`src/hw/gnpa_pkg.sv`:
```
// Constants and types of the gigabit next page add-on.
// Assumes a 5-bit register address and 16-bit management words.
package gnpa_pkg;

    // ==========================================================
    // Register addresses
    localparam logic [4:0]  GNPA_ADDR_BASE   = 5'h04;
    localparam logic [4:0]  GNPA_ADDR_TXNP   = 5'h07;
    localparam logic [4:0]  GNPA_ADDR_RXNP   = 5'h08;
    localparam logic [4:0]  GNPA_ADDR_GIGCTL = 5'h09;
    localparam logic [4:0]  GNPA_ADDR_GIGST  = 5'h0A;
    localparam logic [4:0]  GNPA_ADDR_CTRL   = 5'h10;
    localparam logic [4:0]  GNPA_ADDR_STAT   = 5'h11;

    // ==========================================================
    // Field positions
    localparam int unsigned GNPA_BIT_NP      = 15;
    localparam int unsigned GNPA_BIT_MP      = 13;
    localparam int unsigned GNPA_BIT_HD      = 8;
    localparam int unsigned GNPA_BIT_FD      = 9;
    localparam int unsigned GNPA_BIT_PORT    = 10;
    localparam int unsigned GNPA_BIT_MVAL    = 11;
    localparam int unsigned GNPA_BIT_MEN     = 12;
    localparam int unsigned GNPA_BIT_FAULT   = 15;
    localparam int unsigned GNPA_BIT_MASTER  = 14;
    localparam int unsigned GNPA_BIT_SWMODE  = 0;

    // ==========================================================
    // Reset values and codes
    localparam logic [15:0] GNPA_RST_BASE    = 16'h0001;
    localparam logic [15:0] GNPA_RST_GIGCTL  = 16'h0300;
    localparam logic [15:0] GNPA_RST_ZERO    = 16'h0000;
    localparam logic [10:0] GNPA_MSG_CODE    = 11'h008;
    localparam logic [2:0]  GNPA_CNT_MAX     = 3'h7;
    localparam logic [1:0]  GNPA_RX_MSG      = 2'h0;
    localparam logic [1:0]  GNPA_RX_UP1      = 2'h1;
    localparam logic [1:0]  GNPA_RX_UP2      = 2'h2;
    localparam logic [1:0]  GNPA_RX_EXTRA    = 2'h3;

    typedef enum logic [2:0] {
        GNPA_TX_BASE,
        GNPA_TX_MSG,
        GNPA_TX_UP1,
        GNPA_TX_UP2,
        GNPA_TX_SOFT,
        GNPA_TX_DONE
    } gnpa_tx_state_t;

endpackage

```
`src/hw/gnpa_resolve.sv`:
```
// Master-slave resolution with the failed-attempt counter.
// Assumes resolve is a one-cycle pulse on sys_clk.
`timescale 1ns/1ps
module gnpa_resolve (
    // Clock and reset
    input  wire logic        sys_clk,
    input  wire logic        rst,
    input  wire logic        ce,
    // Control
    input  wire logic        resolve,
    // Local and partner configuration
    input  wire logic [4:0]  local_cfg,
    input  wire logic [10:0] local_seed,
    input  wire logic [4:0]  partner_cfg,
    input  wire logic [10:0] partner_seed,
    // Results
    output logic             master,
    output logic             fault,
    output logic [2:0]       count
);
    import gnpa_pkg::*;

    typedef struct packed {
        logic       master;
        logic       fault;
        logic [2:0] count;
    } gnpa_res_state_t;

    gnpa_res_state_t res_reg;
    gnpa_res_state_t res_next;

    localparam int unsigned MEN  = GNPA_BIT_MEN - GNPA_BIT_HD;
    localparam int unsigned MVAL = GNPA_BIT_MVAL - GNPA_BIT_HD;
    localparam int unsigned PORT = GNPA_BIT_PORT - GNPA_BIT_HD;

    logic lm, pm;
    assign lm = local_cfg[MEN];
    assign pm = partner_cfg[MEN];

    // ==========================================================
    // Resolution
    always_comb begin
        res_next = res_reg;
        if (resolve) begin
            res_next.fault = 1'b0;
            if (lm && pm) begin
                res_next.master = local_cfg[MVAL];
                res_next.fault  = (local_cfg[MVAL] == partner_cfg[MVAL]);  // [RL4]
            end else if (lm) begin
                res_next.master = local_cfg[MVAL];
            end else if (pm) begin
                res_next.master = ~partner_cfg[MVAL];
            end else if (local_cfg[PORT] != partner_cfg[PORT]) begin
                res_next.master = local_cfg[PORT];
            end else if (local_seed != partner_seed) begin
                res_next.master = (local_seed > partner_seed);
                res_next.count  = 3'h0;
            end else begin
                // Saturate rather than wrap, so the fault stays visible
                if (res_reg.count != GNPA_CNT_MAX) begin                    // [RL3]
                    res_next.count = res_reg.count + 3'h1;                  // [RL2]
                end
                res_next.fault = (res_reg.count >= GNPA_CNT_MAX - 3'h1);    // [RL4]
            end
        end
    end

    always_ff @(posedge sys_clk) begin
        if (rst) begin
            res_reg <= '0;
        end else if (ce) begin
            res_reg <= res_next;
        end
    end

    assign master = res_reg.master;
    assign fault  = res_reg.fault;
    assign count  = res_reg.count;
endmodule

```
`src/hw/gnpa_top.sv`:
```
// Gigabit next page add-on between management registers and the
// base auto-negotiation arbitration engine.
// Assumes the engine runs on sys_clk and gives one-cycle pulses.
//
// Operation
// RL1: Three gigabit configuration pages go out before any user pages.
// RL2: Failed master-slave resolution counter never exceeds seven.
// RL3: Failed resolution counter saturates instead of wrapping.
// RL4: Role resolution fault indication reports the resolution outcome.
// RL5: Gigabit advert wanted is true when bit 9.8 or 9.9 is set.
// RL6: Local gigabit ability word mirrors and reports register 9.
// RL7: Partner gigabit ability word formed from received pages into register 10.
// RL8: Every received next page is written bit for bit into register 8.
// RL9: Eleven-bit partner seed store feeds master-slave resolution.
// RL10: Base page word reaches the engine through the transmit machine.
// RL11: Register 7 page and loaded flag reach engine through transmit machine.
// RL12: Add-on supplies optional answers to engine's wait-for-next-page state.
// RL13: Without extra pages, gigabit pages are sent with no software help.
// RL14: Software loads three dummy pages; device substitutes gigabit pages.
// RL15: Software ends its exchange by loading its own null page.
// RL16: Page-loaded flag clears as in base negotiation, when engine takes page.
// RL17: Without software, gigabit pages are received and stored automatically.
// RL18: Extra received pages still land in register 8, newest overwriting.
// RL19: With software taking part, gigabit contents still stored internally.
// RL20: Software should discard the first three received pages.
// RL21: Master-slave resolved on entry to link-good-check after exchange.
`timescale 1ns/1ps
module gnpa_top (
    // Clock, reset, enable
    input  wire logic        sys_clk,
    input  wire logic        rst,
    input  wire logic        ce,
    // Register port
    input  wire logic [4:0]  reg_addr,
    input  wire logic [15:0] reg_wdata,
    input  wire logic        reg_wr,
    input  wire logic        reg_rd,
    output logic      [15:0] reg_rdata,
    // Arbitration engine side
    input  wire logic        eng_restart,
    input  wire logic        eng_tx_ack,
    input  wire logic        eng_rx_valid,
    input  wire logic [15:0] eng_rx_page,
    input  wire logic        eng_good_check,
    input  wire logic [10:0] local_seed,
    output logic      [15:0] advertised_ability_word,
    output logic      [15:0] page_to_transmit,
    output logic             page_loaded_to_engine,
    // Status
    output logic             gigabit_advert_wanted,
    output logic             role_master,
    output logic             role_fault,
    output logic      [2:0]  failed_resolution_counter
);
    import gnpa_pkg::*;

    typedef struct packed {
        logic [15:0]    base_page_intermediate;
        logic [15:0]    tx_page_intermediate;
        logic           sw_loaded;
        logic [15:0]    local_gigabit_ability_word;
        logic [15:0]    rx_page_word;
        logic [15:0]    partner_gigabit_ability_word;
        logic [10:0]    partner_seed;
        logic           sw_mode;
        logic [1:0]     rx_idx;
        gnpa_tx_state_t tx_state;
        logic [15:0]    adv_out;
        logic [15:0]    np_out;
        logic           np_loaded;
        logic           gig_wanted;
        logic           good_check_d;
        logic           master_out;
        logic           fault_out;
        logic [2:0]     cnt_out;
        logic [15:0]    rdata;
    } gnpa_state_t;

    gnpa_state_t st_reg;
    gnpa_state_t st_next;

    logic       res_master;
    logic       res_fault;
    logic [2:0] res_count;

    // ==========================================================
    // Helpers
    function automatic logic [15:0] gnpa_page(input logic np, input logic mp,
                                              input logic [10:0] data);
        logic [15:0] w;
        w                 = GNPA_RST_ZERO;
        w[GNPA_BIT_NP]    = np;
        w[GNPA_BIT_MP]    = mp;
        w[10:0]           = data;
        return w;
    endfunction

    function automatic logic gnpa_gig(input logic [15:0] ctl);
        return ctl[GNPA_BIT_FD] | ctl[GNPA_BIT_HD];
    endfunction

    logic gig_now;
    assign gig_now = gnpa_gig(st_reg.local_gigabit_ability_word);  // [RL5]

    // ==========================================================
    // Next state
    always_comb begin
        st_next           = st_reg;
        st_next.rdata     = GNPA_RST_ZERO;
        st_next.gig_wanted = gig_now;                               // [RL5]
        st_next.good_check_d = eng_good_check;
        st_next.master_out = res_master;
        st_next.fault_out  = res_fault;
        st_next.cnt_out    = res_count;
        st_next.partner_gigabit_ability_word[GNPA_BIT_FAULT]  = res_fault;  // [RL7]
        st_next.partner_gigabit_ability_word[GNPA_BIT_MASTER] = res_master;

        // Transmit side: all engine-facing words pass through here
        case (st_reg.tx_state)
            GNPA_TX_BASE: begin
                st_next.np_loaded = 1'b0;
                st_next.adv_out   = st_reg.base_page_intermediate;  // [RL10]
                st_next.adv_out[GNPA_BIT_NP] = gig_now | st_reg.sw_mode
                                             | st_reg.base_page_intermediate[GNPA_BIT_NP];
                if (eng_tx_ack) begin
                    if (gig_now) begin
                        st_next.tx_state = GNPA_TX_MSG;             // [RL1]
                    end else if (st_reg.sw_mode) begin
                        st_next.tx_state = GNPA_TX_SOFT;
                    end else begin
                        st_next.tx_state = GNPA_TX_DONE;
                    end
                end
            end
            GNPA_TX_MSG, GNPA_TX_UP1, GNPA_TX_UP2: begin
                // Software pages only pace the exchange; their contents are replaced
                st_next.np_loaded = st_reg.sw_mode ? st_reg.sw_loaded : 1'b1;  // [RL13] [RL14]
                if (st_reg.tx_state == GNPA_TX_MSG) begin
                    st_next.np_out = gnpa_page(1'b1, 1'b1, GNPA_MSG_CODE);
                end else if (st_reg.tx_state == GNPA_TX_UP1) begin
                    st_next.np_out = gnpa_page(1'b1, 1'b0,
                        {6'h00, st_reg.local_gigabit_ability_word[GNPA_BIT_MEN:GNPA_BIT_HD]});
                end else begin
                    // Last gigabit page ends the exchange unless software follows
                    st_next.np_out = gnpa_page(st_reg.sw_mode, 1'b0, local_seed);
                end
                if (eng_tx_ack && st_reg.np_loaded) begin           // [RL12]
                    st_next.sw_loaded = 1'b0;                       // [RL16]
                    if (st_reg.tx_state == GNPA_TX_MSG) begin
                        st_next.tx_state = GNPA_TX_UP1;
                    end else if (st_reg.tx_state == GNPA_TX_UP1) begin
                        st_next.tx_state = GNPA_TX_UP2;
                    end else begin
                        st_next.tx_state = st_reg.sw_mode ? GNPA_TX_SOFT : GNPA_TX_DONE;
                    end
                end
            end
            GNPA_TX_SOFT: begin
                st_next.np_out    = st_reg.tx_page_intermediate;    // [RL11]
                st_next.np_loaded = st_reg.sw_loaded;               // [RL11]
                if (eng_tx_ack && st_reg.np_loaded) begin
                    st_next.sw_loaded = 1'b0;                       // [RL16]
                    if (!st_reg.np_out[GNPA_BIT_NP]) begin
                        st_next.tx_state = GNPA_TX_DONE;            // [RL15]
                    end
                end
            end
            GNPA_TX_DONE: begin
                st_next.np_loaded = 1'b0;
            end
            default: begin
                st_next.tx_state = GNPA_TX_DONE;
            end
        endcase

        // Receive side
        if (eng_rx_valid) begin
            st_next.rx_page_word = eng_rx_page;                     // [RL8] [RL18]
            if (st_reg.rx_idx != GNPA_RX_EXTRA) begin
                st_next.rx_idx = st_reg.rx_idx + 2'h1;
            end
            if (gig_now && st_reg.rx_idx == GNPA_RX_UP1) begin     // [RL17] [RL19]
                st_next.partner_gigabit_ability_word[GNPA_BIT_MEN:GNPA_BIT_HD] =
                    eng_rx_page[4:0];                               // [RL7]
            end
            if (gig_now && st_reg.rx_idx == GNPA_RX_UP2) begin
                st_next.partner_seed = eng_rx_page[10:0];           // [RL9]
            end
        end

        if (eng_restart) begin
            st_next.tx_state  = GNPA_TX_BASE;
            st_next.rx_idx    = GNPA_RX_MSG;
            st_next.np_loaded = 1'b0;
        end

        // Register writes; a load wins over the taken-clear in the same cycle
        if (reg_wr) begin
            case (reg_addr)
                GNPA_ADDR_BASE: st_next.base_page_intermediate = reg_wdata;
                GNPA_ADDR_TXNP: begin
                    st_next.tx_page_intermediate = reg_wdata;
                    st_next.sw_loaded            = 1'b1;
                end
                GNPA_ADDR_GIGCTL: st_next.local_gigabit_ability_word = reg_wdata;  // [RL6]
                GNPA_ADDR_CTRL: st_next.sw_mode = reg_wdata[GNPA_BIT_SWMODE];
                default: begin
                end
            endcase
        end

        // Register reads, data valid in the following cycle only
        if (reg_rd) begin
            case (reg_addr)
                GNPA_ADDR_BASE:   st_next.rdata = st_reg.base_page_intermediate;
                GNPA_ADDR_TXNP:   st_next.rdata = st_reg.tx_page_intermediate;
                GNPA_ADDR_RXNP:   st_next.rdata = st_reg.rx_page_word;
                GNPA_ADDR_GIGCTL: st_next.rdata = st_reg.local_gigabit_ability_word;  // [RL6]
                GNPA_ADDR_GIGST:  st_next.rdata = st_reg.partner_gigabit_ability_word;
                GNPA_ADDR_CTRL:   st_next.rdata = {15'h0000, st_reg.sw_mode};
                GNPA_ADDR_STAT:   st_next.rdata = {7'h00, st_reg.sw_loaded, res_count,
                                                   st_reg.tx_state, st_reg.rx_idx};
                default:          st_next.rdata = GNPA_RST_ZERO;
            endcase
        end
    end

    always_ff @(posedge sys_clk) begin
        if (rst) begin
            st_reg                            <= '0;
            st_reg.base_page_intermediate     <= GNPA_RST_BASE;
            st_reg.local_gigabit_ability_word <= GNPA_RST_GIGCTL;
            st_reg.tx_state                   <= GNPA_TX_BASE;
        end else if (ce) begin
            st_reg <= st_next;
        end
    end

    // ==========================================================
    // Resolution, run once on entry to link-good-check
    gnpa_resolve u_resolve (
        .sys_clk      (sys_clk),
        .rst          (rst),
        .ce           (ce),
        .resolve      (eng_good_check && !st_reg.good_check_d && gig_now),  // [RL21]
        .local_cfg    (st_reg.local_gigabit_ability_word[GNPA_BIT_MEN:GNPA_BIT_HD]),
        .local_seed   (local_seed),
        .partner_cfg  (st_reg.partner_gigabit_ability_word[GNPA_BIT_MEN:GNPA_BIT_HD]),
        .partner_seed (st_reg.partner_seed),                        // [RL9]
        .master       (res_master),
        .fault        (res_fault),
        .count        (res_count)
    );

    assign reg_rdata                 = st_reg.rdata;
    assign advertised_ability_word   = st_reg.adv_out;
    assign page_to_transmit          = st_reg.np_out;
    assign page_loaded_to_engine     = st_reg.np_loaded;
    assign gigabit_advert_wanted     = st_reg.gig_wanted;
    assign role_master               = st_reg.master_out;
    assign role_fault                = st_reg.fault_out;            // [RL4]
    assign failed_resolution_counter = st_reg.cnt_out;
endmodule

```
`config.mk`:
```
export PLATFORM = sky130hd
export DESIGN_NAME = gnpa_top
export DESIGN_NICKNAME = d
export VERILOG_FILES = /design/src/hw/gnpa_pkg.sv /design/src/hw/gnpa_resolve.sv /design/src/hw/gnpa_top.sv
export SDC_FILE = /design/constraint.sdc
export NUM_CORES = 1
export LEC_CHECK = 0
export ABC_CLOCK_PERIOD_IN_PS = 1700
export BUFFER_PORTS_ARGS = -buffer_cell sky130_fd_sc_hd__buf_2
export CAP_MARGIN = 20
export CORE_UTILIZATION = 51
export DETAILED_ROUTE_END_ITERATION = 10
export GPL_TIMING_DRIVEN = 0
export PLACE_DENSITY = 0.78
export SYNTH_ARGS = -nofsm -noshare
export SYNTH_HDL_FRONTEND = slang
export SYNTH_SLANG_ARGS = --single-unit
```
`constraint.sdc`:
```
create_clock -name sys_clk -period 1.7 [get_ports sys_clk]
set_input_delay 0.34 -clock sys_clk [delete_from_list [all_inputs] [get_ports sys_clk]]
set_output_delay 0.34 -clock sys_clk [all_outputs]
set_load 0.02 [all_outputs]
```
==> results.sh, run 1 <==
export IMPL_cp_max_fo=10
export IMPL_finalNetCount=1071
export IMPL_drt_first_pass_iters=6
export IMPL_power_leakage_nw=3.531
export IMPL_holdPathEnd="st_reg[103]"
export IMPL_synth_warnings=0
export IMPL_crit_required_ns=2.02
export IMPL_status="finished, violations left"
export IMPL_rows=42
export IMPL_antenna_found_initial=0
export IMPL_min_from="eng_rx_page[14]"
export IMPL_synth_area_per_cell_um2=8.116
export IMPL_timing_fmax_mhz=584.6
export IMPL_worstSetupStartpoint="reg_addr[0]"
export IMPL_violations="negative setup slack"
export IMPL_area_growth_pct=22.55
export IMPL_drtIter0Drc=718
export IMPL_drive_gt1_frac=0.2720
export IMPL_syn_num_nets=944
export IMPL_fin_skew_ns=0.007789
export IMPL_die_x_um=119.7
export IMPL_synth_top_area_frac=0.4191
export IMPL_whs_ns=0.1445
export IMPL_ys_top_cells_by_count="197 x nand2_1, 148 x dfxtp_1, 96 x a21oi_1"
export IMPL_synth_most_common_cell="nand2_1"
export IMPL_dieArea_um2=14340
export IMPL_drv_cap=0
export IMPL_ios=112
export IMPL_initial_utilization=0.5275
export IMPL_synth_edf_count=0
export IMPL_power_density_nw_per_um2=952.1
export IMPL_grt_pass1_wl_um=32950
export IMPL_synth_main_ff_cell="dfxtp_1"
export IMPL_worst_pin_slew_ns=0.8689
export IMPL_largest_register_ffs=90
export IMPL_final_min_clock_period_ns=1.711
export IMPL_synthCells=871
export IMPL_port_buffers=109
export IMPL_worst_slack_ns=-0.01059
export IMPL_ff2ff_setup_slack_ns=0.02
export IMPL_finalMaxSlewViolations=0
export IMPL_diodes=0
export IMPL_yosys_area_top_type="dfxtp_1"
export IMPL_tns_ns=-0.01059
export IMPL_drtAntennaViolNets=0
export IMPL_globalRoute_totalOverflow=0
export IMPL_fillCellCount=1139
export IMPL_p_total_mw=8.248
export IMPL_post_drt_wl_per_cell_um=18.22
export IMPL_ys_ff_latch=148
export IMPL_wl_um=21620
export IMPL_place_congestion=0.9332
export IMPL_core_um2=13400
export IMPL_end_kind="register"
export IMPL_cts_root_buffer="clkbuf_16"
export IMPL_cts_hold_buffers_added=0
export IMPL_critPathLaunchType="input pin"
export IMPL_grt_start_max_net_pins=17
export IMPL_grt_pass1_vias=6243
export IMPL_clock_path_buffers=2
export IMPL_drc=0
export IMPL_setup_viol=1
export IMPL_cpPeakStageDelay_ns=0.44
export IMPL_htreeDepth=4
export IMPL_synthArstFlopShare=0
export IMPL_critPathKind="in -> reg"
export IMPL_yosysSeqAreaShare=0.4191
export IMPL_hold_viol=0
export IMPL_min_path_type="in -> reg"
export IMPL_placed_cells=1156
export IMPL_clock_latency_ns=0.43
export IMPL_gr_usage_all_layers=0.3064
export IMPL_relSlewSlack=0.4207
export IMPL_rr_endpoint="page_to_transmit[6]"
export IMPL_synth_cell_types=58
export IMPL_slowest_stage="buf_1"
export IMPL_crit_buf_inv=3
export IMPL_critPathTopFamily="buffers and inverters"
export IMPL_hold_depth=3
export IMPL_synth_area_um2=7069
export IMPL_instances_no_fill=1187
export IMPL_numCtsBuffers=17
export IMPL_crit_chain="buf_2, buf_4, buf_1, mux2i_1, nor2_1, a31oi_1, o211ai_1, a22o_1"
export IMPL_die_h_um=119.7
export IMPL_ir_worst_vdd_v=0.0006558
export IMPL_cts_sinks=148
export IMPL_cp_arrival_ns=2.03
export IMPL_r2r_start="st_reg[56]"
export IMPL_clk_pin_slew_ns=0.06
export IMPL_dp_hpwl_um=15910
export IMPL_synth_area_top_cells="dfxtp_1 42%, nand2_1 10%, a21oi_1 6.8%"
export IMPL_min_period_over_period=1.006
export IMPL_rsz0062_at_grt="true"
export IMPL_viasPerCell=5.775
export IMPL_cts_tree="yes"
export IMPL_rr_worst_depth=7
export IMPL_vias=6855
layout make-up:
type | instances | area (um2) | area share
multi-input combinational | 595 | 3527 | 0.4071
sequential | 148 | 2968 | 0.3426
buffer | 101 | 650.6 | 0.07510
timing repair buffer | 115 | 594.3 | 0.06860
clock buffer | 23 | 478.0 | 0.05517
tap | 176 | 220.2 | 0.02542
clock inverter | 9 | 150.1 | 0.01733
inverter | 20 | 75.07 | 0.008666
timing repair:
item,4_1_cts,5_1_grt
pin swaps,6,5
gates resized for setup,26,51
endpoints found under the setup margin,61,108
cloned,0,0
buffers inserted,3,3
worst register-to-register path, stage by stage, from the launching register on:
cell and delay (ns):
dfxtp_1 0.29, buf_2 0.18, or3_1 0.40, and2_4 0.18, nand2_1 0.09, buf_4 0.18
a221oi_1 0.08, nor3_1 0.20
cells by family (layout without fill, tap and decap cells):
group                    count (synthesis)  in the layout  synth area share
AND/OR/NAND/NOR                        323            323            0.2005
AO/OA/AOI/OAI                          210            210            0.1842
flip-flops                             148            148            0.4191
buffers and inverters                  128            268            0.1014
multiplexers                            45             45           0.06513
adder cells (fa/ha/maj)                 16             16           0.02832
XOR/XNOR                                 1              1          0.001239
per-stage QoR:
stage | instance area [um2] | utilization | worst slack [ns]
finish | 8663 | 0.6465 | -0.01059
global route | 8663 | 0.6465 | -0.1028
CTS | 8579 | 0.6402 | -0.0004430
detailed placement | 7840 | 0.5851 | -0.7469
global placement | 7840 | 0.5851 | -0.7567
floorplan | 7074 | - | 0.01316
power breakdown:
group	total, mW	switching (mW)	internal [mW]
Combinational	0.689	0.445	0.244
Clock	3.99	1.43	2.56
Sequential	3.57	0.0431	3.52
Total	8.25	1.92	6.33
layout by cell type (no fill, tap or decap), drive strengths merged, types with 5 or more instances in the layout:
cell type	count
nand3	17
nand2b	6
o21ai	41
a22oi	5
a22o	10
nor3	11
a222oi	9
ha	16
buf	182
nand2	197
mux2i	37
clkbuf	57
nor4	5
a31oi	5
nor2	56
a21oi	96
inv	20
a221oi	12
o22ai	5
nor2b	7
mux2	8
dfxtp	148
how the worst max path moves through the flow:
| stage | to | slack [ns] | cells past startpoint |
|---|---|---|---|
| 5_1_grt | page_to_transmit[10] | -0.10 | 7 |
| 6_report | reg_rdata[0] | -0.01 | 8 |
| 3_5_place_dp | st_reg[114] | -0.75 | 7 |
| 2_1_floorplan | reg_rdata[10] | 0.01 | 6 |
| 4_1_cts | u_resolve.fault | -0.0004 | 6 |
| 3_3_place_gp | st_reg[120] | -0.76 | 7 |
per-layer routing:
layer / vias to the layer above / wire length (um) / part of all wire / global-route usage
li1: 3227 / - / - / -
met1: 3149 / 8709 / 0.40 / 0.3926
met2: 411 / 9700 / 0.45 / 0.4733
met3: 68 / 2262 / 0.10 / 0.08555
met4: 0 / 950 / 0.044 / 0.1492
met5: - / 0 / 0 / 0
Power figures use the tool's default switching activity.
==> inputs of run 2 (changes only) <==
CORE_UTILIZATION = 52   (was 51)
PLACE_DENSITY = 0.79   (was 0.78)
SYNTH_HIERARCHICAL = 1   (was not set)
==> run 2 against run 1 <==
Non-clock buffer count is 12 higher. Sequential cell count is the same. The run still ends with negative setup slack left. Sequential share of layout area decreased by 1.5 points. Utilization increased by 1.0 points. Setup slack worse by 0.087 ns. Design area rose by 5.2%.
==> results.sh, run 2 <==
export IMPL_status="finished, violations left"
export IMPL_violations="negative setup slack"
export IMPL_synth_edf_count=0
export IMPL_area_growth_pct=23.08
export IMPL_clk_pin_slew_ns=0.06
export IMPL_synth_cell_types=71
export IMPL_grt_pass1_wl_um=34270
export IMPL_rr_endpoint="u_resolve/master"
export IMPL_drc=0
export IMPL_finalMaxSlewViolations=0
export IMPL_worst_slack_ns=-0.09783
export IMPL_crit_chain="inv_1, ha_1, nand4_1, buf_4, nor3_1, a2111oi_0, o21ai_1, a21oi_1"
export IMPL_end_kind="register"
export IMPL_crit_required_ns=2.07
export IMPL_rows=43
export IMPL_diodes=0
export IMPL_cpPeakStageDelay_ns=0.44
export IMPL_antenna_found_initial=0
export IMPL_synth_main_ff_cell="dfxtp_1"
export IMPL_drtAntennaViolNets=0
export IMPL_ios=112
export IMPL_initial_utilization=0.5334
export IMPL_ir_worst_vdd_v=0.0006042
export IMPL_drive_gt1_frac=0.2971
export IMPL_layout_commonest_cell="nand2_1"
export IMPL_r2r_start="st_reg[67]"
export IMPL_dp_hpwl_um=16400
export IMPL_globalRoute_totalOverflow=0
export IMPL_drv_cap=0
export IMPL_htreeDepth=4
export IMPL_synth_warnings=6
export IMPL_grt_start_max_net_pins=17
export IMPL_synthArstFlopShare=0
export IMPL_ys_top_cells_by_count="148 x dfxtp_1, 140 x nand2_1, 76 x a21oi_1"
export IMPL_final_cell_mix="139 x nand2_1, 133 x dfxtp_1, 119 x buf_2"
export IMPL_clock_latency_ns=0.44
export IMPL_synth_area_um2=7405
export IMPL_grt_pass1_vias=6295
export IMPL_yosysSeqAreaShare=0.4001
export IMPL_die_h_um=121.3
export IMPL_ff2ff_setup_slack_ns=-0.1
export IMPL_fillCellCount=1139
export IMPL_cts_tree="yes"
export IMPL_critPathLaunchType="register"
export IMPL_cts_sinks=148
export IMPL_min_period_over_period=1.058
export IMPL_cp_arrival_ns=2.17
export IMPL_drt_first_pass_iters=5
export IMPL_yosys_area_top_type="dfxtp_1"
export IMPL_synth_top_area_frac=0.4001
export IMPL_hold_viol=0
export IMPL_critPathKind="reg -> reg"
export IMPL_largest_register_ffs=90
export IMPL_port_buffers=108
export IMPL_crit_end="u_resolve/master"
export IMPL_synth_area_per_cell_um2=8.570
export IMPL_fin_skew_ns=0.007176
export IMPL_clock_path_buffers=2
export IMPL_cts_root_buffer="clkbuf_16"
export IMPL_worst_pin_slew_ns=1.027
export IMPL_timing_fmax_mhz=556.2
export IMPL_worstSetupStartpoint="st_reg[67]"
export IMPL_viasPerCell=5.919
export IMPL_final_min_clock_period_ns=1.798
export IMPL_drtIter0Drc=686
export IMPL_die_x_um=121.3
export IMPL_rsz0062_at_grt="true"
export IMPL_rr_worst_depth=8
export IMPL_power_density_nw_per_um2=919.9
export IMPL_synth_most_common_cell="dfxtp_1"
export IMPL_finalNetCount=1074
export IMPL_fin_util=0.6566
export IMPL_cp_max_fo=2
export IMPL_setup_viol=5
export IMPL_relSlewSlack=0.3140
export IMPL_min_path_type="in -> reg"
export IMPL_dp_slack_ns=-0.6682
export IMPL_synthCells=864
export IMPL_wl_um=22910
export IMPL_dieArea_um2=14720
export IMPL_slowest_stage="a2111oi_0"
export IMPL_syn_num_nets=938
export IMPL_ys_ff_latch=148
export IMPL_gr_usage_all_layers=0.3128
export IMPL_numCtsBuffers=17
export IMPL_synth_area_top_cells="dfxtp_1 40%, nand2_1 7.1%, mux2i_1 6.4%"
export IMPL_place_congestion=0.9397
export IMPL_core_um2=13880
export IMPL_vias=7061
export IMPL_post_drt_wl_per_cell_um=19.20
export IMPL_power_leakage_nw=3.815
run 2: cell count changes after synthesis, moves of 7 or more:
cell / before / now
a21oi_1: 96 / 76
nor2_1: 56 / 75
o21ai_0: 31 / 20
nand3b_1: 2 / 9
mux2i_1: 37 / 47
nand2_1: 197 / 140
and3b_1: 0 / 14
a221oi_1: 12 / 2
nand3_1: 17 / 26
o21ai_1: 9 / 0
a222oi_1: 9 / 0
run 2: power breakdown:
part           total [mW]  switching [mW]  internal (mW)
Sequential           3.56          0.0412           3.52
Clock                4.10            1.46           2.64
Combinational       0.726           0.453          0.273
run 2: through the flow:
stage	area [um2]	setup TNS [ns]	hold slack [ns]	power, mW	instances
2_1_floorplan	7415	-0.007462	0.4024	4.018	864
3_3_place_gp	8180	-42.05	0.4398	4.275	1152
3_5_place_dp	8180	-45.01	0.4465	4.285	1152
4_1_cts	8991	-0.1049	0.1436	8.320	1191
5_1_grt	9114	-0.6035	0.1668	8.585	1193
6_report	9114	-0.2949	0.1379	8.384	1193
run 2: worst max-delay path: cells and delay by family, from the launching register on:
family          cells  cell delay (ns)
compound gates      3             0.72
fa+ha+maj           1             0.29
flops               1             0.33
buf+inv             2             0.18
simple gates        2             0.21
run 2: repair_timing:
item,4_1_cts,5_1_grt
buffers inserted,9,3
pin swaps,11,7
hold buffers,0,0
resized for setup,34,40
setup endpoints to repair,52,57
run 2: layer usage:
layer	vias up	track usage	wire length (um)
met4	0	0.1458	908
met2	382	0.4833	10330
li1	3254	-	-
met1	3356	0.4160	9542
met3	69	0.06485	2128
met5	-	0	0
run 2: worst min-delay path by stage:
stage	startpoint	endpoint	slack [ns]	cells past startpoint
floorplan	rst	u_resolve/count[1]	0.40	1
global placement	st_reg[120]	st_reg[120]	0.44	2
detailed placement	st_reg[64]	st_reg[64]	0.45	2
CTS	eng_rx_page[13]	st_reg[102]	0.14	3
global route	eng_rx_page[12]	st_reg[101]	0.17	3
finish	eng_rx_page[13]	st_reg[102]	0.14	3
run 2: final cells by class:
type | count | area (um2) | share of cell area
multi-input combinational | 585 | 3866 | 0.4242
sequential | 148 | 2982 | 0.3272
clock buffer | 23 | 457.9 | 0.05025
tap | 180 | 225.2 | 0.02471
buffer | 108 | 700.7 | 0.07688
clock inverter | 9 | 176.4 | 0.01936
inverter | 20 | 75.07 | 0.008237
timing repair buffer | 120 | 630.6 | 0.06919
run 2: logic make-up after synthesis:
kind of cell / share of synthesized area
AO/OA/AOI/OAI: 0.1676
XOR/XNOR: 0.004732
adder cells (fa/ha/maj): 0.02873
buffers and inverters: 0.1012
flip-flops: 0.4001
multiplexers: 0.07570
AND/OR/NAND/NOR: 0.2219
==> inputs of run 3 (changes only) <==
SKIP_LAST_GASP = 1   (was not set)
==> run 3 against run 2 <==
Power hardly changed. Critical path depth stayed put. Worst hold slack better by 0.0027 ns. Utilization hardly changed. Register-to-register slack hardly changed. Non-clock buffer count stayed put. Critical endpoint unchanged. The run still ends with negative setup slack left. Cell count stayed put. Fmax is 0.72% lower.
==> results.sh, run 3 (synthesis gave the netlist of run 2 again) <==
export IMPL_post_drt_wl_per_cell_um=19.22
export IMPL_seq_area_um2=2980
export IMPL_final_cell_mix="139 x nand2_1, 134 x dfxtp_1, 119 x buf_2"
export IMPL_critPathKind="reg -> reg"
export IMPL_cp_arrival_ns=2.18
export IMPL_htreeDepth=4
export IMPL_diodes=0
export IMPL_drive_gt1_frac=0.2962
export IMPL_cts_root_buffer="clkbuf_16"
export IMPL_tns_ns=-0.3770
export IMPL_drtAntennaViolNets=0
export IMPL_final_min_clock_period_ns=1.811
export IMPL_finalMaxSlewViolations=0
export IMPL_relSlewSlack=0.2923
export IMPL_multi_input_area_um2=3866
export IMPL_place_congestion=0.9397
export IMPL_min_period_over_period=1.065
export IMPL_viasPerCell=5.935
export IMPL_status="finished, violations left"
export IMPL_critPathLaunchType="register"
export IMPL_timing_fmax_mhz=552.2
export IMPL_vias=7081
export IMPL_drt_first_pass_iters=6
export IMPL_fin_skew_ns=0.006700
export IMPL_drv_cap=0
export IMPL_cts_tree="yes"
export IMPL_die_h_um=121.3
export IMPL_dp_slack_ns=-0.6682
export IMPL_rsz0062_at_grt="true"
export IMPL_grt_pass1_wl_um=34270
export IMPL_gr_usage_all_layers=0.3128
export IMPL_clock_latency_ns=0.44
export IMPL_instances_no_fill=1193
export IMPL_ir_worst_vdd_v=0.0006017
export IMPL_core_um2=13880
export IMPL_drtIter0Drc=663
export IMPL_clk_pin_slew_ns=0.06
export IMPL_initial_utilization=0.5334
export IMPL_fillCellCount=1137
export IMPL_placed_cells=1152
export IMPL_grt_start_max_net_pins=17
export IMPL_power_leakage_nw=3.814
export IMPL_clock_path_buffers=2
export IMPL_crit_required_ns=2.07
export IMPL_power_density_nw_per_um2=919.8
export IMPL_numCtsBuffers=17
export IMPL_end_kind="register"
export IMPL_area_growth_pct=23.07
export IMPL_cts_sinks=148
export IMPL_antenna_found_initial=0
export IMPL_ios=112
export IMPL_port_buffers=108
export IMPL_worst_slack_ns=-0.1109
export IMPL_grt_pass1_vias=6295
export IMPL_drc=0
export IMPL_hold_viol=0
export IMPL_finalNetCount=1074
export IMPL_dp_hpwl_um=16400
export IMPL_globalRoute_totalOverflow=0
export IMPL_die_x_um=121.3
export IMPL_largest_register_ffs=90
export IMPL_violations="negative setup slack"
export IMPL_setup_viol=6
export IMPL_rows=43
export IMPL_dieArea_um2=14720
export IMPL_min_path_type="in -> reg"
export IMPL_layout_commonest_cell="nand2_1"
export IMPL_wl_um=22930
export IMPL_worst_pin_slew_ns=1.059
export IMPL_cp_max_fo=2
run 3: cell types whose count changed in the layout (fill, tap and decap cells not counted):
cell / before / now
dfxtp_1: 133 / 134
dfxtp_2: 15 / 14
run 3: worst paths after layout:
kind | slack (ns) | from | cells after the start | endpoint
max reg2reg | -0.11 | st_reg[67] | 8 | u_resolve/master
min reg2reg | 0.45 | st_reg[64] | 2 | st_reg[64]
max | -0.11 | st_reg[67] | 8 | u_resolve/master
min | 0.14 | eng_rx_page[13] | 3 | st_reg[102]
run 3: area by class of cell:
class,instances,area share
repair buffers,120,0.06920
flip-flops and latches,148,0.3271
clock buffers,23,0.05025
inverters,20,0.008238
well taps,180,0.02472
multi-input cells,585,0.4243
clock inverters,9,0.01936
plain buffers,108,0.07689
run 3: critical path: stages, from the launching register on:
cell and delay, ns:
dfxtp_2 0.34, inv_1 0.04, ha_1 0.29, nand4_1 0.15, buf_4 0.14, nor3_1 0.06
a2111oi_0 0.44, o21ai_1 0.15, a21oi_1 0.14
run 3: stage by stage:
| stage | power, mW | hold slack [ns] | util | area [um2] |
|---|---|---|---|---|
| floorplan | 4.018 | 0.4024 | - | 7415 |
| global placement | 4.275 | 0.4398 | 0.5893 | 8180 |
| detailed placement | 4.285 | 0.4465 | 0.5893 | 8180 |
| CTS | 8.320 | 0.1436 | 0.6477 | 8991 |
| global route | 8.584 | 0.1668 | 0.6565 | 9112 |
| finish | 8.382 | 0.1406 | 0.6565 | 9112 |
run 3: what timing repair did:
item / 4_1_cts / 5_1_grt
setup endpoints to repair: 52 / 57
pin swaps: 11 / 7
setup buffers: 9 / 3
hold buffers: 0 / 0
resized for setup: 34 / 39
run 3: metal layers:
| layer | track usage | vias up | wire length, um |
|---|---|---|---|
| li1 | - | 3253 | - |
| met1 | 0.4160 | 3354 | 9482 |
| met2 | 0.4833 | 418 | 10380 |
| met3 | 0.06485 | 56 | 2239 |
| met4 | 0.1458 | 0 | 835 |
| met5 | 0 | - | 0 |
run 3: report_power, final:
part / total, mW / switching (mW) / internal (mW)
combinational: 0.726 / 0.453 / 0.273
clock: 4.09 / 1.46 / 2.64
sequential: 3.56 / 0.0414 / 3.52
